$ cat config.mk
export PLATFORM = sky130hd
export DESIGN_NAME = tir_top
export DESIGN_NICKNAME = d
export VERILOG_FILES = /design/src/hdl/tir_pkg.sv /design/src/hdl/tir_cnt_if.sv /design/src/hdl/tir_flag.sv /design/src/hdl/tir_cnt.sv /design/src/hdl/tir_top.sv
export SDC_FILE = /design/constraint.sdc
export NUM_CORES = 1
export LEC_CHECK = 0
export BUFFER_PORTS_ARGS = -buffer_cell sky130_fd_sc_hd__buf_2
export CAP_MARGIN = 5
export CORE_ASPECT_RATIO = 1.1
export CORE_MARGIN = 2
export CORE_UTILIZATION = 49
export DETAILED_ROUTE_END_ITERATION = 8
export GPL_TIMING_DRIVEN = 0
export PLACE_DENSITY = 0.77
export SLEW_MARGIN = 10
export SYNTH_ARGS = -nofsm -noshare
export SYNTH_HDL_FRONTEND = slang
export SYNTH_HIERARCHICAL = 1
export SYNTH_SLANG_ARGS = --single-unit
$ cat constraint.sdc
create_clock -name ref_clk -period 3.2 [get_ports ref_clk]
set_clock_uncertainty 0.2 [all_clocks]
set_input_delay 0.32 -clock ref_clk [delete_from_list [all_inputs] [get_ports ref_clk]]
set_output_delay 0.32 -clock ref_clk [all_outputs]
set_load 0.01 [all_outputs]
$ cat src/hdl/tir_pkg.sv
// Constants of the transceiver interrupt request logic
// What this block does
// - Drive interrupt line high on any unmasked event
// - Any state status bit change raises line
// - Power-on flag rising edge raises line
// - Auxiliary-power flag rising edge raises line
// - Status read or delete command clears those
// - Transmit fill threshold or empty raises line
// - Buffer write, control write, delete clear transmit
// - Receive fill threshold or receive error raises
// - Bit-check success raises line without pattern mode
// - Buffer read, control write, delete clear receive
// - Transparent mode disables buffer fill interrupts
// - Pending counter: load up, send down
// - Pattern mode swaps Manchester for NRZ coding
package tir_pkg;
    // APB geometry
    localparam int ADDR_W = 8;
    localparam int DATA_W = 32;
    // Register byte addresses
    localparam logic [7:0] ADDR_STATUS = 8'h00;
    localparam logic [7:0] ADDR_MASK = 8'h04;
    localparam logic [7:0] ADDR_CTRL = 8'h08;
    localparam logic [7:0] ADDR_CFG4 = 8'h0c;
    localparam logic [7:0] ADDR_CFG5 = 8'h10;
    localparam logic [7:0] ADDR_CFG6 = 8'h14;
    localparam logic [7:0] ADDR_TXBUF = 8'h18;
    localparam logic [7:0] ADDR_RXBUF = 8'h1c;
    localparam logic [7:0] ADDR_CMD = 8'h20;
    localparam logic [7:0] ADDR_COUNT = 8'h24;
    // Interrupt source positions in status and mask
    localparam int N_SRC = 6;
    localparam int SRC_STATE = 0;
    localparam int SRC_PON = 1;
    localparam int SRC_AUX = 2;
    localparam int SRC_TX = 3;
    localparam int SRC_RX = 4;
    localparam int SRC_BCHK = 5;
    localparam logic [5:0] MASK_RST = 6'h3f;
    // Status readback field positions
    localparam int STAT_STATE_LSB = 8;
    localparam int STAT_PON_BIT = 12;
    localparam int STAT_AUX_BIT = 13;
    // Control register fields
    localparam int CTRL_W = 5;
    localparam int CTL_TMODE = 0;
    localparam int CTL_PMODE = 1;
    localparam int CTL_THR_LO = 2;
    localparam int CTL_THR_HI = 3;
    localparam int CTL_RXDIR = 4;
    localparam logic [4:0] CTRL_RST = 5'h00;
    localparam logic [7:0] CFG_RST = 8'h00;
    // Command register: delete pending interrupts
    localparam int CMD_DEL_IRQ = 0;
    // Count readback positions
    localparam int CNT_TX_LSB = 0;
    localparam int CNT_RX_LSB = 8;
    // Byte counters and thresholds
    localparam int N_STATE = 4;
    localparam int CNT_W = 5;
    localparam logic [4:0] CNT_MAX = 5'h1f;
    localparam logic [4:0] THR_0 = 5'h00;
    localparam logic [4:0] THR_4 = 5'h04;
    localparam logic [4:0] THR_8 = 5'h08;
    localparam logic [4:0] THR_12 = 5'h0c;
endpackage

$ cat src/hdl/tir_cnt_if.sv
// Carrier between the top logic and one byte counter
`timescale 1ns/100ps
interface tir_cnt_if;
    logic up; // Count one byte in
    logic down; // Count one byte out
    logic clr; // Clear count to zero
    logic [tir_pkg::CNT_W-1:0] thr; // Threshold level
    logic [tir_pkg::CNT_W-1:0] count; // Present count
    logic hit_up; // Pulse: reached threshold counting up
    logic hit_dn; // Pulse: reached threshold counting down
    modport ctl (output up, down, clr, thr, input count, hit_up, hit_dn);
    modport cnt (input up, down, clr, thr, output count, hit_up, hit_dn);
endinterface

$ cat src/hdl/tir_flag.sv
// Sticky interrupt flag whose set wins over its clear
`timescale 1ns/100ps
module tir_flag (
    input wire logic clk,
    input wire logic rst,
    input wire logic set,
    input wire logic clr,
    output logic q
);
    logic q_d; // Next flag value

    // Set beats a clear in the same cycle so no event is lost
    always_comb begin
        q_d = set | (q & ~clr);
    end

    // Flag register, empty after reset
    always_ff @(posedge clk) begin
        if (rst) begin
            q <= 1'b0;
        end else begin
            q <= q_d;
        end
    end
endmodule // tir_flag

$ cat src/hdl/tir_cnt.sv
// Pending byte counter with threshold crossing pulses
`timescale 1ns/100ps
module tir_cnt (
    input wire logic clk,
    input wire logic rst,
    tir_cnt_if.cnt cif
);
    logic [tir_pkg::CNT_W-1:0] cnt_q; // Byte count
    logic [tir_pkg::CNT_W-1:0] cnt_d; // Next byte count
    logic inc; // Effective increment
    logic dec; // Effective decrement

    // Up and down together cancel; saturate at both ends
    always_comb begin
        inc = cif.up & ~cif.down & (cnt_q != tir_pkg::CNT_MAX);
        dec = cif.down & ~cif.up & (cnt_q != '0);
        cnt_d = cnt_q;
        if (cif.clr) begin
            cnt_d = '0;
        end else if (inc) begin
            cnt_d = cnt_q + 5'h01;
        end else if (dec) begin
            cnt_d = cnt_q - 5'h01;
        end
        cif.count = cnt_q;
        cif.hit_up = ~cif.clr & inc & (cnt_d == cif.thr);
        cif.hit_dn = ~cif.clr & dec & (cnt_d == cif.thr);
    end

    // Count register
    always_ff @(posedge clk) begin
        if (rst) begin
            cnt_q <= '0;
        end else begin
            cnt_q <= cnt_d;
        end
    end
endmodule // tir_cnt

$ cat src/hdl/tir_top.sv
// Interrupt request logic of the transceiver with its APB register file
//
// The address map and the APB slave port are this design's own decisions.
`timescale 1ns/100ps
module tir_top (
    input wire logic ref_clk,
    input wire logic rst,
    // APB slave
    input wire logic psel,
    input wire logic penable,
    input wire logic pwrite,
    input wire logic [tir_pkg::ADDR_W-1:0] paddr,
    input wire logic [tir_pkg::DATA_W-1:0] pwdata,
    output logic [tir_pkg::DATA_W-1:0] prdata,
    output logic pready,
    output logic pslverr,
    // Status and datapath events, same clock
    input wire logic [tir_pkg::N_STATE-1:0] state_status_bits,
    input wire logic power_on_flag,
    input wire logic aux_power_flag,
    input wire logic tx_byte_sent,
    input wire logic rx_byte_stored,
    input wire logic rx_error,
    input wire logic bitcheck_ok,
    input wire logic [7:0] rx_data,
    // Datapath controls
    output logic [7:0] tx_data,
    output logic tx_load,
    output logic rx_take,
    output logic buf_reset,
    output logic manchester_en,
    output logic transparent,
    // Interrupt line to the host
    output logic irq
);
    // Register state
    logic [tir_pkg::N_SRC-1:0] mask_q, mask_d; // Interrupt mask
    logic [tir_pkg::CTRL_W-1:0] ctrl_q, ctrl_d; // Control register
    logic [7:0] cfg4_q, cfg4_d; // Configuration 4
    logic [7:0] cfg5_q, cfg5_d; // Configuration 5
    logic [7:0] cfg6_q, cfg6_d; // Configuration 6
    logic [7:0] txd_q, txd_d; // Last byte written for transmit
    logic txl_q, txl_d; // Transmit load pulse
    logic rxt_q, rxt_d; // Receive take pulse
    logic bres_q, bres_d; // Buffer reset pulse
    logic [tir_pkg::DATA_W-1:0] prdata_q, prdata_d; // Read data
    logic pready_q, pready_d; // Access phase ready
    logic pslverr_q, pslverr_d; // Unmapped address error
    logic irq_q, irq_d; // Interrupt line
    logic man_q, man_d; // Manchester enable, own flop so the pin has no gate
    // Edge detection state
    logic [tir_pkg::N_STATE-1:0] st_prev_q, st_prev_d; // Last state bits
    logic pon_prev_q, pon_prev_d; // Last power-on flag
    logic aux_prev_q, aux_prev_d; // Last auxiliary flag
    logic primed_q, primed_d; // First sample after reset taken

    // Decoded bus strobes
    logic setup; // Setup cycle of a transfer
    logic acc; // Completing access phase
    logic wr; // Completing write
    logic rd; // Completing read
    logic mapped; // Address hits a register
    // Host operations
    logic stat_rd; // Status register read
    logic ctl_wr; // Control or configuration write
    logic txbuf_wr; // Transmit buffer write
    logic rxbuf_rd; // Receive buffer read
    logic del_irq; // Delete interrupt command
    // Mode bits
    logic tmode; // Transparent mode
    logic pmode; // Pattern mode
    logic rxdir; // Receive direction
    logic [1:0] thr_sel; // Threshold select pair
    logic [tir_pkg::CNT_W-1:0] thr; // Decoded threshold
    // Interrupt sources
    logic [tir_pkg::N_SRC-1:0] ev; // Raising events
    logic [tir_pkg::N_SRC-1:0] clr; // Clearing operations
    logic [tir_pkg::N_SRC-1:0] pend; // Sticky pending flags

    tir_cnt_if tx_if(); // Transmit pending counter link
    tir_cnt_if rx_if(); // Receive stored counter link

    // Bus decode; the slave answers in the first access cycle
    always_comb begin
        setup = psel & ~penable;
        acc = psel & penable & pready_q;
        wr = acc & pwrite & ~pslverr_q;
        rd = acc & ~pwrite & ~pslverr_q;
        case (paddr)
            tir_pkg::ADDR_STATUS, tir_pkg::ADDR_MASK, tir_pkg::ADDR_CTRL,
            tir_pkg::ADDR_CFG4, tir_pkg::ADDR_CFG5, tir_pkg::ADDR_CFG6,
            tir_pkg::ADDR_TXBUF, tir_pkg::ADDR_RXBUF, tir_pkg::ADDR_CMD,
            tir_pkg::ADDR_COUNT: mapped = 1'b1;
            default: mapped = 1'b0;
        endcase
    end

    // Host operations that act on interrupts
    always_comb begin
        stat_rd = rd & (paddr == tir_pkg::ADDR_STATUS);
        ctl_wr = wr & ((paddr == tir_pkg::ADDR_CTRL) | (paddr == tir_pkg::ADDR_CFG4)
                 | (paddr == tir_pkg::ADDR_CFG5) | (paddr == tir_pkg::ADDR_CFG6));
        txbuf_wr = wr & (paddr == tir_pkg::ADDR_TXBUF);
        rxbuf_rd = rd & (paddr == tir_pkg::ADDR_RXBUF);
        del_irq = wr & (paddr == tir_pkg::ADDR_CMD) & pwdata[tir_pkg::CMD_DEL_IRQ];
    end

    // Mode bits and threshold decode
    always_comb begin
        tmode = ctrl_q[tir_pkg::CTL_TMODE];
        pmode = ctrl_q[tir_pkg::CTL_PMODE];
        rxdir = ctrl_q[tir_pkg::CTL_RXDIR];
        thr_sel = {ctrl_q[tir_pkg::CTL_THR_HI], ctrl_q[tir_pkg::CTL_THR_LO]};
        case (thr_sel)
            2'h0: thr = tir_pkg::THR_0;
            2'h1: thr = tir_pkg::THR_4;
            2'h2: thr = tir_pkg::THR_8;
            default: thr = tir_pkg::THR_12;
        endcase
    end

    // Counter hookup; transparent mode holds both counters empty
    always_comb begin
        tx_if.up = txbuf_wr & ~tmode;
        tx_if.down = tx_byte_sent;
        tx_if.clr = ctl_wr | tmode;
        tx_if.thr = thr;
        rx_if.up = rx_byte_stored;
        rx_if.down = rxbuf_rd;
        rx_if.clr = ctl_wr | tmode;
        rx_if.thr = thr;
    end

    tir_cnt u_tx_cnt (
        .clk(ref_clk),
        .rst(rst),
        .cif(tx_if.cnt)
    );

    tir_cnt u_rx_cnt (
        .clk(ref_clk),
        .rst(rst),
        .cif(rx_if.cnt)
    );

    // Raising events; the first sample after reset only primes the state bit history
    always_comb begin
        ev = '0;
        ev[tir_pkg::SRC_STATE] = primed_q & (state_status_bits != st_prev_q);
        ev[tir_pkg::SRC_PON] = power_on_flag & ~pon_prev_q;
        ev[tir_pkg::SRC_AUX] = aux_power_flag & ~aux_prev_q;
        ev[tir_pkg::SRC_TX] = ~tmode & ~rxdir & tx_if.hit_dn;
        if (thr_sel == 2'h0) begin
            // Lowest select reports receive errors instead of a level
            ev[tir_pkg::SRC_RX] = ~tmode & rxdir & rx_error;
        end else begin
            ev[tir_pkg::SRC_RX] = ~tmode & rxdir & rx_if.hit_up;
        end
        ev[tir_pkg::SRC_BCHK] = ~pmode & rxdir & bitcheck_ok;
    end

    // Each source has its own clearing operations
    always_comb begin
        clr = '0;
        clr[tir_pkg::SRC_STATE] = stat_rd | del_irq;
        clr[tir_pkg::SRC_PON] = stat_rd | del_irq;
        clr[tir_pkg::SRC_AUX] = stat_rd | del_irq;
        clr[tir_pkg::SRC_TX] = txbuf_wr | ctl_wr | del_irq;
        clr[tir_pkg::SRC_RX] = rxbuf_rd | ctl_wr | del_irq;
        clr[tir_pkg::SRC_BCHK] = rxbuf_rd | ctl_wr | del_irq;
    end

    // One sticky flag per source; buffer flags survive a status read
    generate
        for (genvar i = 0; i < tir_pkg::N_SRC; i++) begin : g_flag
            tir_flag u_flag (
                .clk(ref_clk),
                .rst(rst),
                .set(ev[i]),
                .clr(clr[i]),
                .q(pend[i])
            );
        end
    endgenerate

    // Next register values from bus writes
    always_comb begin
        mask_d = mask_q;
        ctrl_d = ctrl_q;
        cfg4_d = cfg4_q;
        cfg5_d = cfg5_q;
        cfg6_d = cfg6_q;
        txd_d = txd_q;
        if (wr) begin
            case (paddr)
                tir_pkg::ADDR_MASK: mask_d = pwdata[tir_pkg::N_SRC-1:0];
                tir_pkg::ADDR_CTRL: ctrl_d = pwdata[tir_pkg::CTRL_W-1:0];
                tir_pkg::ADDR_CFG4: cfg4_d = pwdata[7:0];
                tir_pkg::ADDR_CFG5: cfg5_d = pwdata[7:0];
                tir_pkg::ADDR_CFG6: cfg6_d = pwdata[7:0];
                tir_pkg::ADDR_TXBUF: txd_d = pwdata[7:0];
                default: txd_d = txd_q; // Status, count and command store nothing
            endcase
        end
        // Transparent mode bypasses the buffer, so no bytes are loaded
        txl_d = txbuf_wr & ~tmode;
        rxt_d = rxbuf_rd & ~tmode;
        bres_d = ctl_wr;
        man_d = ~ctrl_d[tir_pkg::CTL_PMODE];
        // Level line: OR of every unmasked pending source
        irq_d = |(pend & mask_q);
        st_prev_d = state_status_bits;
        pon_prev_d = power_on_flag;
        aux_prev_d = aux_power_flag;
        primed_d = 1'b1;
    end

    // Read data is fetched in the setup cycle and held for the access cycle
    always_comb begin
        prdata_d = prdata_q;
        pready_d = setup;
        pslverr_d = setup & ~mapped;
        if (setup) begin
            prdata_d = '0;
            if (!pwrite) begin
                case (paddr)
                    tir_pkg::ADDR_STATUS: begin
                        prdata_d[tir_pkg::N_SRC-1:0] = pend;
                        prdata_d[tir_pkg::STAT_STATE_LSB +: tir_pkg::N_STATE] =
                            state_status_bits;
                        prdata_d[tir_pkg::STAT_PON_BIT] = power_on_flag;
                        prdata_d[tir_pkg::STAT_AUX_BIT] = aux_power_flag;
                    end
                    tir_pkg::ADDR_MASK: prdata_d[tir_pkg::N_SRC-1:0] = mask_q;
                    tir_pkg::ADDR_CTRL: prdata_d[tir_pkg::CTRL_W-1:0] = ctrl_q;
                    tir_pkg::ADDR_CFG4: prdata_d[7:0] = cfg4_q;
                    tir_pkg::ADDR_CFG5: prdata_d[7:0] = cfg5_q;
                    tir_pkg::ADDR_CFG6: prdata_d[7:0] = cfg6_q;
                    tir_pkg::ADDR_TXBUF: prdata_d[7:0] = txd_q;
                    tir_pkg::ADDR_RXBUF: prdata_d[7:0] = rx_data;
                    tir_pkg::ADDR_COUNT: begin
                        prdata_d[tir_pkg::CNT_TX_LSB +: tir_pkg::CNT_W] = tx_if.count;
                        prdata_d[tir_pkg::CNT_RX_LSB +: tir_pkg::CNT_W] = rx_if.count;
                    end
                    default: prdata_d = '0; // Command and unmapped read zero
                endcase
            end
        end
    end

    // Register every group; synchronous reset gives constants only
    always_ff @(posedge ref_clk) begin
        if (rst) begin
            mask_q <= tir_pkg::MASK_RST;
            ctrl_q <= tir_pkg::CTRL_RST;
            cfg4_q <= tir_pkg::CFG_RST;
            cfg5_q <= tir_pkg::CFG_RST;
            cfg6_q <= tir_pkg::CFG_RST;
            txd_q <= 8'h00;
            txl_q <= 1'b0;
            rxt_q <= 1'b0;
            bres_q <= 1'b0;
            prdata_q <= '0;
            pready_q <= 1'b0;
            pslverr_q <= 1'b0;
            irq_q <= 1'b0;
            man_q <= 1'b1;
            st_prev_q <= '0;
            pon_prev_q <= 1'b0;
            aux_prev_q <= 1'b0;
            primed_q <= 1'b0;
        end else begin
            mask_q <= mask_d;
            ctrl_q <= ctrl_d;
            cfg4_q <= cfg4_d;
            cfg5_q <= cfg5_d;
            cfg6_q <= cfg6_d;
            txd_q <= txd_d;
            txl_q <= txl_d;
            rxt_q <= rxt_d;
            bres_q <= bres_d;
            prdata_q <= prdata_d;
            pready_q <= pready_d;
            pslverr_q <= pslverr_d;
            irq_q <= irq_d;
            man_q <= man_d;
            st_prev_q <= st_prev_d;
            pon_prev_q <= pon_prev_d;
            aux_prev_q <= aux_prev_d;
            primed_q <= primed_d;
        end
    end

    // Outputs straight from flip-flops
    assign prdata = prdata_q;
    assign pready = pready_q;
    assign pslverr = pslverr_q;
    assign tx_data = txd_q;
    assign tx_load = txl_q;
    assign rx_take = rxt_q;
    assign buf_reset = bres_q;
    assign transparent = ctrl_q[tir_pkg::CTL_TMODE];
    assign manchester_en = man_q;
    assign irq = irq_q;
endmodule // tir_top

==> results <==
- The run finished with clean final reports.
- Routability-driven placement finished with a final weighted congestion of 0.945.
- The proportion of layout cells with a drive suffix above 1 is 0.280.
- The remaining global-route overflow is 0.
- The number of antenna diodes in the final layout is 0.
- At the pin with the least slew margin, the transition time is 815 ps.
- For this run, the share of the core covered by cells in the final layout is 0.604.
- From bottom edge to top edge, the die measures 108 um.
- The effective utilization at floorplan is 0.508.
- After clock tree synthesis, the clock-pin slew on the worst setup and hold paths is 90 ps.
- The worst setup path is launched from a flip-flop.
- The clock tree synthesis step divided the H-tree into 3 levels.
- The max-slew violation total from the final report was 0.
- The insertion delay to the later sink of the worst-skew pair is 360 ps.
- The x dimension of the die is 98.3 um.
- The delay of the slowest critical-path stage is 330 ps.
- The floorplan has 37 rows.
- After detailed placement, the design holds a cell count of 713.
- The final count of hold timing violations came to 0.
- In the layout the commonest cells are 87 x sky130_fd_sc_hd__dfxtp_1, 72 x sky130_fd_sc_hd__buf_2, 44 x sky130_fd_sc_hd__nor2_1.
- The global-route wire length before repair is 21300 um.
- In this run the standard cell core region covers 9440 um^2.
- For the worst setup path, the data required time is 3290 ps.
- The final count of negative-setup-slack endpoints is 0.
- The buffer levels on the longest clock path is 2.
- The maximum net fanout on the critical path is 8.
- The clock tree from TritonCTS is yes.
- The cell area that synthesis handed to floorplanning was 4800 um^2.
- Of the available clock period, the critical path in the final layout requires 0.973.
- Relative to the synthesized area, the layout overhead comes to 19.0%.
- The quantity of I/O buffers inserted on ports is 66.
- The post-detailed-route via-to-cell ratio is 5.82.
- After detailed routing, the total wire length is 13600 um.
- In the final routed layout, each cell accounts on average for 18.4 um.
- The slowest library cell on the worst path is sky130_fd_sc_hd__or2_4.
- After detailed routing, the number of remaining DRC violations is 0.
- The first-iteration detailed-routing DRC count is 339.
- A synthesized cell averages 9.46 um^2.
- The number of violations of the max-capacitance limit is 0.
- The final route contains 4301 vias.
- The non-filler instance count after layout is 739.
- The final layout net count is 688.
- The leading cell type in the layout, fill and taps excluded is sky130_fd_sc_hd__dfxtp_1.
- The largest vdd supply drop is 0.000203 V.
- The estimated wirelength of the detail-placed design is 9900 um.
- The signal on the critical path passes through and4b_2 -> buf_8 -> nand3_4 -> or2_4 -> nor2_4 -> and2b_2 -> a32oi_2 -> xnor3_1 -> nor2_1 -> nand4b_1 -> nor3_2 -> nor3b_2 -> inv_1 -> a21oi_2.
- After technology mapping, the gate count stands at 507.
- Broken down by cell family, the worst path's largest delay share belongs to simple AND/OR/NAND/NOR gates.
- Entering global routing, the biggest net connects 18 pins.
- The worst slew slack as a fraction of its limit is 0.453.
- 111 I/O pins were placed.
- TritonCTS created 9 clock buffers.
- The worst setup path is captured at a flip-flop.
- The maximum clock frequency is 321 MHz.
- Clock tree synthesis selected as its root buffer the cell sky130_fd_sc_hd__clkbuf_8.
- Across every metal layer, demand over resource in global routing totals 0.254.
- The number of warnings reported in the yosys synthesis log is 6.
- The areal power density over the cells is 427 nW/um^2.
- Setup repair after global routing could not meet its margin everywhere.
- The count of nets left with antenna violations after detail routing is 0.
- Together, buffers and inverters on the worst path number 2.
- The via count of the first global-routing pass was 4139.
- The path type of the worst min-delay path is in -> reg.
- The data arrival time of the worst path is 3210 ps.
- The overall die area is 10600 um^2.
- The number of antenna violations at the first check in global routing is 0.
- The post-route minimum period is 3110 ps.
- The cell leakage power is 2.60 nW.
- The worst setup path is of the reg -> reg kind.
- For this run, the detailed router's first-pass iteration total came to 7.
- For this design, the sink count on the clock tree is 87.
-- layer usage --
metal / vias to the layer above / track usage / part of all wire
li1: 2041 / - / -
met1: 2047 / 0.322 / 0.43
met2: 190 / 0.439 / 0.50
met3: 23 / 0.0325 / 0.053
met4: 0 / 0.102 / 0.019
met5: - / 0 / 0
-- flip-flops by register name, indices dropped and copies added (netlist names), 6 cells and up --
register,flops
tx_data,8
mask_q,6
cfg4_q,8
g_flag.u_flag/q,6
cfg6_q,8
cfg5_q,8
prdata,14
-- where the power goes --
part | switching [mW] | internal (mW)
registers | 0.0621 | 1.12
clock network | 0.369 | 0.271
logic | 0.308 | 0.306
-- final timing paths --
path	start	end	slack (ps)	cells after the start
max reg2reg	pslverr$_SDFF_PP0_	g_flag[3].u_flag/q$_SDFF_PP0_	90	14
min	state_status_bits[0]	st_prev_q[0]$_SDFF_PP0_	20	2
min reg2reg	prdata[13]$_SDFFE_PP0P_	prdata[13]$_SDFFE_PP0P_	260	2
max	pslverr$_SDFF_PP0_	g_flag[3].u_flag/q$_SDFF_PP0_	90	14
-- metrics by stage --
step           power, mW  setup TNS (ps)  setup WS, ps  cell area (um^2)  hold slack [ps]
3_5_place_dp        1.77           -1830          -853              5360              251
3_3_place_gp        1.75           -1430          -738              5360              240
6_report            2.44               0          87.1              5710             19.1
2_1_floorplan       1.61               0          45.8              4880              182
5_1_grt             2.55            -134         -89.0              5710             18.7
4_1_cts             2.41           -6.04         -6.04              5580             5.99
-- final cells by class --
type | instances | area [um^2]
inverters | 12 | 45.0
clock inverters | 4 | 25.0
plain buffers | 46 | 273
well taps | 117 | 146
repair buffers | 79 | 430
clock buffers | 10 | 128
multi-input cells | 384 | 2920
fillers | 876 | 3740
flip-flops and latches | 87 | 1740
-- repair_timing --
| item | CTS | global route |
|---|---|---|
| hold buffers | 1 | 0 |
| buffers inserted | 0 | 12 |
| hold endpoints to repair | 1 | 0 |
| pin swaps | 0 | 6 |
| resized for setup | 15 | 14 |
| endpoints found under the setup margin | 2 | 2 |
Power figures use the tool's default switching activity.
